## src/amc_pkg.sv

```systemverilog
`default_nettype none
package amc_pkg;
   //------------------------------------------------------------
   // Register offsets
   //------------------------------------------------------------
   localparam logic [7:0] ADDR_MASK_ONE = 8'h74;
   localparam logic [7:0] ADDR_MASK_TWO = 8'h75;
   localparam logic [7:0] ADDR_VOLT_LOW = 8'h76;
   localparam logic [7:0] ADDR_TEMP_LOW = 8'h77;
   localparam logic [7:0] ADDR_CONFIG   = 8'h78;
   //------------------------------------------------------------
   // Reset values and field positions
   //------------------------------------------------------------
   localparam logic [7:0] RST_MASK    = 8'h00;
   localparam logic [7:0] RST_CONFIG  = 8'h00;
   localparam logic [7:0] MASK_ONE_WR = 8'hF6;
   localparam logic [7:0] MASK_TWO_WR = 8'hFC;
   localparam int BIT_GATE      = 7;
   localparam int BIT_OVT       = 1;
   localparam int BIT_FAN_FOUR  = 5;
   localparam int BIT_ALERT_EN  = 0;
   localparam int BIT_TIMER_EN  = 1;
   localparam int BIT_BOOST     = 2;
   localparam int BIT_FAST      = 3;
   localparam int BIT_DC_LO     = 4;
   localparam logic [1:0] PIN_FUNC_ALARM = 2'h1;
   // Status bits that own a mask bit; the rest never reach the alert
   localparam logic [7:0] ALERT_ONE_SRC = 8'h76;
   localparam logic [7:0] ALERT_TWO_SRC = 8'hFE;
   //------------------------------------------------------------
   // Timing
   //------------------------------------------------------------
   localparam int FAST_PERIOD_MS = 250;
   localparam int SLOW_PERIOD_MS = 1000;
   //------------------------------------------------------------
   // Register bus request and measurement carriers
   //------------------------------------------------------------
   typedef struct packed {
      logic       wrEn;
      logic       rdEn;
      logic [7:0] addr;
      logic [7:0] wrData;
   } amc_req_t;
   typedef struct packed {
      logic [1:0] procLow;
      logic [1:0] mainLow;
      logic [1:0] remOneLow;
      logic [1:0] localLow;
      logic [1:0] remTwoLow;
   } amc_low_t;
endpackage
`default_nettype wire

```

## src/amc_alert_mask_and_monitor_config.sv

```systemverilog
`timescale 1ns/10ps
`default_nettype none
module amc_alert_mask_and_monitor_config #(
   parameter int CLK_HZ = 25000000   // System clock rate
) (
   input  wire logic             sys_clk,       // System clock
   input  wire logic             reset_n,       // Async reset, active low
   input  wire amc_pkg::amc_req_t busReq,       // Register access strobe and data
   input  wire logic             ovtMaskIn,     // Overtemperature mask from elsewhere
   input  wire logic [7:0]       statusOne,     // First status flags
   input  wire logic [7:0]       statusTwo,     // Second status flags
   input  wire amc_pkg::amc_low_t lowIn,        // Fresh low bits of readings
   input  wire logic             lockBit,       // Configuration lock
   input  wire logic [1:0]       shared_pin_function, // Alarm pin function select
   input  wire logic             thermal_alarm_pin,   // Alarm input, active high level
   input  wire logic             upperReadDone, // Upper-bit registers were read
   output logic [7:0]            rdData_ff,     // Read data
   output logic                  alertOut_n_ff, // Alert, active low
   output logic                  alertPinSel_ff,// Shared pin acts as alert
   output logic                  timerEn_ff,    // Alarm timer monitoring on
   output logic                  fanBoost_ff,   // All fans to max duty
   output logic                  measTick_ff,   // Speed measurement strobe
   output logic [3:0]            contSpeed_ff,  // Continuous measurement per channel
   output logic                  freeze_ff      // Upper-bit registers frozen
);
   //------------------------------------------------------------
   // Elaboration check and timing counts
   //------------------------------------------------------------
   localparam int FAST_CYC = CLK_HZ / 1000 * amc_pkg::FAST_PERIOD_MS;
   localparam int SLOW_CYC = CLK_HZ / 1000 * amc_pkg::SLOW_PERIOD_MS;
   // Below 1 kHz the millisecond periods round down to zero cycles
   if (CLK_HZ < 1000) begin : g_bad_clk
      $error("clock rate too low");
   end

   logic [7:0]  maskOne_ff;
   logic [7:0]  maskTwo_ff;
   logic [7:0]  config_ff;
   logic [7:0]  voltLow_ff;
   logic [7:0]  tempLow_ff;
   logic [31:0] tickCnt_ff;

   //------------------------------------------------------------
   // Decode
   //------------------------------------------------------------
   wire hitOne  = busReq.addr == amc_pkg::ADDR_MASK_ONE;
   wire hitTwo  = busReq.addr == amc_pkg::ADDR_MASK_TWO;
   wire hitVolt = busReq.addr == amc_pkg::ADDR_VOLT_LOW;
   wire hitTemp = busReq.addr == amc_pkg::ADDR_TEMP_LOW;
   wire hitCfg  = busReq.addr == amc_pkg::ADDR_CONFIG;
   wire cfgWr   = busReq.wrEn & hitCfg & ~lockBit;
   wire lowRd   = busReq.rdEn & (hitVolt | hitTemp);
   wire [7:0] maskTwoView = {maskTwo_ff[7:2], ovtMaskIn, maskTwo_ff[0]};

   // Read selection; unmapped addresses read zero
   logic [7:0] rdSel;
   always_comb begin
      if (hitOne) begin
         rdSel = maskOne_ff;
      end else if (hitTwo) begin
         rdSel = maskTwoView;
      end else if (hitVolt) begin
         rdSel = voltLow_ff;
      end else if (hitTemp) begin
         rdSel = tempLow_ff;
      end else if (hitCfg) begin
         rdSel = config_ff;
      end else begin
         rdSel = 8'h00;
      end
   end

   //------------------------------------------------------------
   // Alert gating
   //------------------------------------------------------------
   // Second-status events pass when unmasked; gate bit decides the all-masked case
   wire [7:0] liveOne  = statusOne & ~maskOne_ff & amc_pkg::ALERT_ONE_SRC;
   wire [7:0] liveTwo  = statusTwo & ~maskTwoView & amc_pkg::ALERT_TWO_SRC;
   wire       allTwoMasked = &maskTwoView[7:1];
   wire       gateTwo  = allTwoMasked & ~maskOne_ff[amc_pkg::BIT_GATE] & (|statusTwo[7:1]);
   wire       nxt_alert_n = ~((|liveOne) | (|liveTwo) | gateTwo);

   // Measurement period follows the fast bit
   wire [31:0] period = config_ff[amc_pkg::BIT_FAST] ? 32'(FAST_CYC) : 32'(SLOW_CYC);
   wire        tickHit = tickCnt_ff >= period - 32'h1;

   //------------------------------------------------------------
   // Mask and config registers
   //------------------------------------------------------------
   always_ff @(posedge sys_clk or negedge reset_n) begin
      if (!reset_n) begin
         maskOne_ff <= amc_pkg::RST_MASK;
         maskTwo_ff <= amc_pkg::RST_MASK;
         config_ff  <= amc_pkg::RST_CONFIG;
      end else begin
         if (busReq.wrEn & hitOne) maskOne_ff <= busReq.wrData & amc_pkg::MASK_ONE_WR;
         if (busReq.wrEn & hitTwo) maskTwo_ff <= busReq.wrData & amc_pkg::MASK_TWO_WR;
         if (cfgWr) config_ff <= busReq.wrData;
      end
   end

   //------------------------------------------------------------
   // Low-bit capture with freeze
   //------------------------------------------------------------
   // Freeze holds until the upper bytes are read, so both halves match
   always_ff @(posedge sys_clk or negedge reset_n) begin
      if (!reset_n) begin
         voltLow_ff <= 8'h00;
         tempLow_ff <= 8'h00;
         freeze_ff  <= 1'b0;
      end else begin
         if (lowRd) begin
            freeze_ff <= 1'b1;
         end else if (upperReadDone) begin
            freeze_ff <= 1'b0;
         end
         if (!freeze_ff && !lowRd) begin
            voltLow_ff <= {2'h0, lowIn.mainLow, lowIn.procLow, 2'h0};
            tempLow_ff <= {lowIn.remTwoLow, lowIn.localLow, lowIn.remOneLow, 2'h0};
         end
      end
   end

   //------------------------------------------------------------
   // Outputs and measurement timer
   //------------------------------------------------------------
   always_ff @(posedge sys_clk or negedge reset_n) begin
      if (!reset_n) begin
         rdData_ff      <= 8'h00;
         alertOut_n_ff  <= 1'b1;
         alertPinSel_ff <= 1'b0;
         timerEn_ff     <= 1'b0;
         fanBoost_ff    <= 1'b0;
         measTick_ff    <= 1'b0;
         contSpeed_ff   <= 4'h0;
         tickCnt_ff     <= 32'h0;
      end else begin
         rdData_ff      <= busReq.rdEn ? rdSel : rdData_ff;
         alertOut_n_ff  <= nxt_alert_n;
         alertPinSel_ff <= config_ff[amc_pkg::BIT_ALERT_EN];
         timerEn_ff     <= config_ff[amc_pkg::BIT_TIMER_EN]
                           & (shared_pin_function == amc_pkg::PIN_FUNC_ALARM);
         fanBoost_ff    <= config_ff[amc_pkg::BIT_BOOST] & thermal_alarm_pin
                           & (shared_pin_function == amc_pkg::PIN_FUNC_ALARM);
         contSpeed_ff   <= config_ff[amc_pkg::BIT_DC_LO +: 4];
         measTick_ff    <= tickHit;
         tickCnt_ff     <= tickHit ? 32'h0 : tickCnt_ff + 32'h1;
      end
   end
endmodule
`default_nettype wire

```

## config.mk

```make
export PLATFORM = sky130hd
export DESIGN_NAME = amc_alert_mask_and_monitor_config
export DESIGN_NICKNAME = d
export VERILOG_FILES = /design/src/amc_pkg.sv /design/src/amc_alert_mask_and_monitor_config.sv
export SDC_FILE = /design/constraint.sdc
export NUM_CORES = 1
export LEC_CHECK = 0
export BUFFER_PORTS_ARGS = -buffer_cell sky130_fd_sc_hd__buf_2
export CAP_MARGIN = 20
export CELL_PAD_IN_SITES_DETAIL_PLACEMENT = 1
export CELL_PAD_IN_SITES_GLOBAL_PLACEMENT = 1
export CORE_UTILIZATION = 44
export DETAILED_ROUTE_END_ITERATION = 12
export GPL_TIMING_DRIVEN = 0
export PLACE_DENSITY = 0.88
export SLEW_MARGIN = 30
export SYNTH_ARGS = -nofsm -noshare
export SYNTH_HDL_FRONTEND = slang
export SYNTH_SLANG_ARGS = --single-unit
```

## constraint.sdc

```tcl
create_clock -name sys_clk -period 2.2 [get_ports sys_clk]
set_input_delay 0.33 -clock sys_clk [delete_from_list [all_inputs] [get_ports sys_clk]]
set_output_delay 0.33 -clock sys_clk [all_outputs]
set_load 0.05 [all_outputs]
```

==> results_dict.tcl <==
set metrics [dict create \
    antenna_cells 0 \
    min_period_ns 2.115 \
    initial_core_util 0.4528 \
    die_width_um 96.74 \
    yosysUniqueCellTypes 60 \
    final_common_cell "dfrtp_1" \
    grt_max_degree 51 \
    drc 0 \
    endpoint_kind "flop" \
    clkTransAtPathRegs_ns 0.09 \
    synth_ff_type "dfrtp_1" \
    cts_root_buffer "clkbuf_8" \
    dr.pass1.iters 4 \
    drive_gt1_frac 0.3242 \
    cts_sinks 80 \
    hold_ws_ns 0.1603 \
    start_kind "flop" \
    antenna_found_initial 0 \
    die_h_um 96.74 \
    synth_warnings 0 \
    syn_avg_cell_area_um2 11.28 \
    port-buffer-count 63 \
    required_ns 2.44 \
    fin_tns_setup_ns 0 \
    clock_skew_ns 0.01616 \
    clk_latency_ns 0.36 \
    hp-class "in -> reg" \
    power_density_nw_per_um2 589.6 \
    clock_path_buffers 2 \
    rows 34 \
    hpwl_um 7728 \
    grt_pass1_wl_um 17640 \
    grt_pass1_vias 3472 \
    dpl_cell_area_um2 4448 \
    slew_headroom 0.5725 \
    cts_made_buffers 9 \
    synth_cells 350 \
    ctsHtreeMaxLevel 3 \
    ir_worst_vdd_v 0.0002429 \
    timing.fmax_ghz 0.4727 \
    dr.first_iter.drc_count 72 \
    num_vias 3214 \
    leakage_nw 2.121 \
    io_pins 70 \
    final-setup-viol-count 0 \
    syn-cell-area_um2 3949 \
    cts_tree "built" \
    finish.instance_area_um2 4686 \
    routed_wl_um 10630 \
    final_cell_mix "78 x dfrtp_1, 69 x buf_2, 30 x mux2_2" \
    criticalPathCategory "reg -> reg" \
    crit_fanout 10 \
    period_share 0.9615 \
    grt_overflow 0 \
    final_max_slew_viol_count 0 \
    synth_edf_count 0 \
    wire_per_inst_um 19.47 \
    core_area_um2 8721 \
    utilization 0.5373 \
    hold_viol 0 \
    critPathArrivalTime_ns 2.35 \
    nNetsFinal 494 \
    ys_seq_area_frac 0.5073 \
    synth-seq-cells 80 \
    grt_setup_unrepaired "true" \
    grt_use_total 0.2393 \
    status "finished, final reports clean" \
    antenna_left 0 \
    dieArea_um2 9358 \
    synth_async_sr_flop_share 1.000 \
    drv_cap 0 \
    worst_pin_slew_ns 0.6395 \
    viasPerCell 5.886 \
    area_growth_pct 18.66 \
    place.gp.congestion 0.8034 \
]
## worst max-delay path, stage by stage, from the launching register on
cell and delay [ns]:
dfrtp_2 0.48, ha_1 0.34, nand3_1 0.14, nor4_2 0.35, a221o_2 0.33, buf_2 0.26, nor3_1 0.09
## routing by layer
| layer | vias up | track usage | wire length (µm) |
|---|---|---|---|
| met3 | 10 | 0.05058 | 453 |
| met2 | 85 | 0.4355 | 5640 |
| met5 | - | 0 | 0 |
| li1 | 1469 | - | - |
| met1 | 1650 | 0.2833 | 4402 |
| met4 | 0 | 0.06774 | 137 |
## through the flow
stage | worst slack, ns | total power, mW | cells
3_3_place_gp | -0.2261 | 1.749 | 526
4_1_cts | 0.007421 | 2.789 | 542
3_5_place_dp | -0.3129 | 1.768 | 527
6_report | 0.08470 | 2.763 | 546
5_1_grt | -0.06611 | 2.884 | 546
2_1_floorplan | 0.3113 | 1.643 | 355
## cells in the mapped netlist, types with 4 or more instances
master    count  area share
or4_1         5      0.0095
o31ai_1       7       0.013
and4_1        6       0.013
a221oi_1      6       0.013
nor4_1        5      0.0079
or3_1         6      0.0095
nand2_1      17       0.016
ha_1          9       0.029
dfrtp_1      79        0.50
nand4_1       6      0.0095
nand3_1      15       0.019
nor3_1       14       0.018
nor2_1        7      0.0067
a211oi_1     11       0.021
xnor2_1       4      0.0089
inv_1        23       0.022
o21ai_0      11       0.014
xor2_1        8       0.018
a21oi_1      10       0.013
clkbuf_1      5      0.0048
buf_2         8       0.010
mux2_2       30       0.086
## report_power, final
| part | total (mW) | internal [mW] | switching (mW) |
|---|---|---|---|
| Combinational | 0.214 | 0.0876 | 0.127 |
| Clock | 1.02 | 0.419 | 0.600 |
| Sequential | 1.53 | 1.50 | 0.0251 |
## registers in the layout (all words and copies together) (netlist names), 4 cells and up
signal	cells
tempLow_ff	6
voltLow_ff	4
maskTwo_ff	6
contSpeed_ff	4
tickCnt_ff	32
config_ff	8
rdData_ff	8
maskOne_ff	6
## path summary, 6_finish.rpt
check / startpoint / to / slack (ns) / cells past startpoint
worst max register to register: config_ff[3]$_DFFE_PN0P_ / tickCnt_ff[12]$_DFF_PN0_ / 0.08 / 6
max in group asynchronous: reset_n / config_ff[5]$_DFFE_PN0P_ / 1.16 / 3
worst min-delay path: upperReadDone / freeze_ff$_DFFE_PN0P_ / 0.16 / 2
worst min register to register: config_ff[0]$_DFFE_PN0P_ / alertPinSel_ff$_DFF_PN0_ / 0.43 / 0
worst max-delay path: config_ff[3]$_DFFE_PN0P_ / tickCnt_ff[12]$_DFF_PN0_ / 0.08 / 6
min in group asynchronous: reset_n / maskOne_ff[7]$_DFFE_PN0P_ / 0.44 / 2
## what timing repair did
action                                  in CTS  in global routing
hold endpoints to repair                    29                  0
buffers inserted                             0                  4
endpoints found under the setup margin      22                 21
pin swaps                                    0                  2
gates resized for setup                      4                  5
hold buffers                                 1                  0
## kinds of logic after synthesis
group,after synthesis,share of synthesized area
XOR/XNOR,12,0.02662
AO/OA/AOI/OAI,69,0.1315
flip-flops,80,0.5073
buffers and inverters,39,0.04246
multiplexers,33,0.09316
other,1,0.0009497
AND/OR/NAND/NOR,107,0.1695
adder cells (fa/ha/maj),9,0.02852
## layout make-up
type	instances	area, µm²
fillers	966	4035
flip-flops and latches	80	2004
multi-input cells	236	1821
repair buffers	69	385.4
well taps	108	135.1
clock buffers	9	123.9
inverters	23	86.33
plain buffers	14	76.32
clock inverters	7	53.80
No activity file was read; power rests on OpenSTA's default activity.
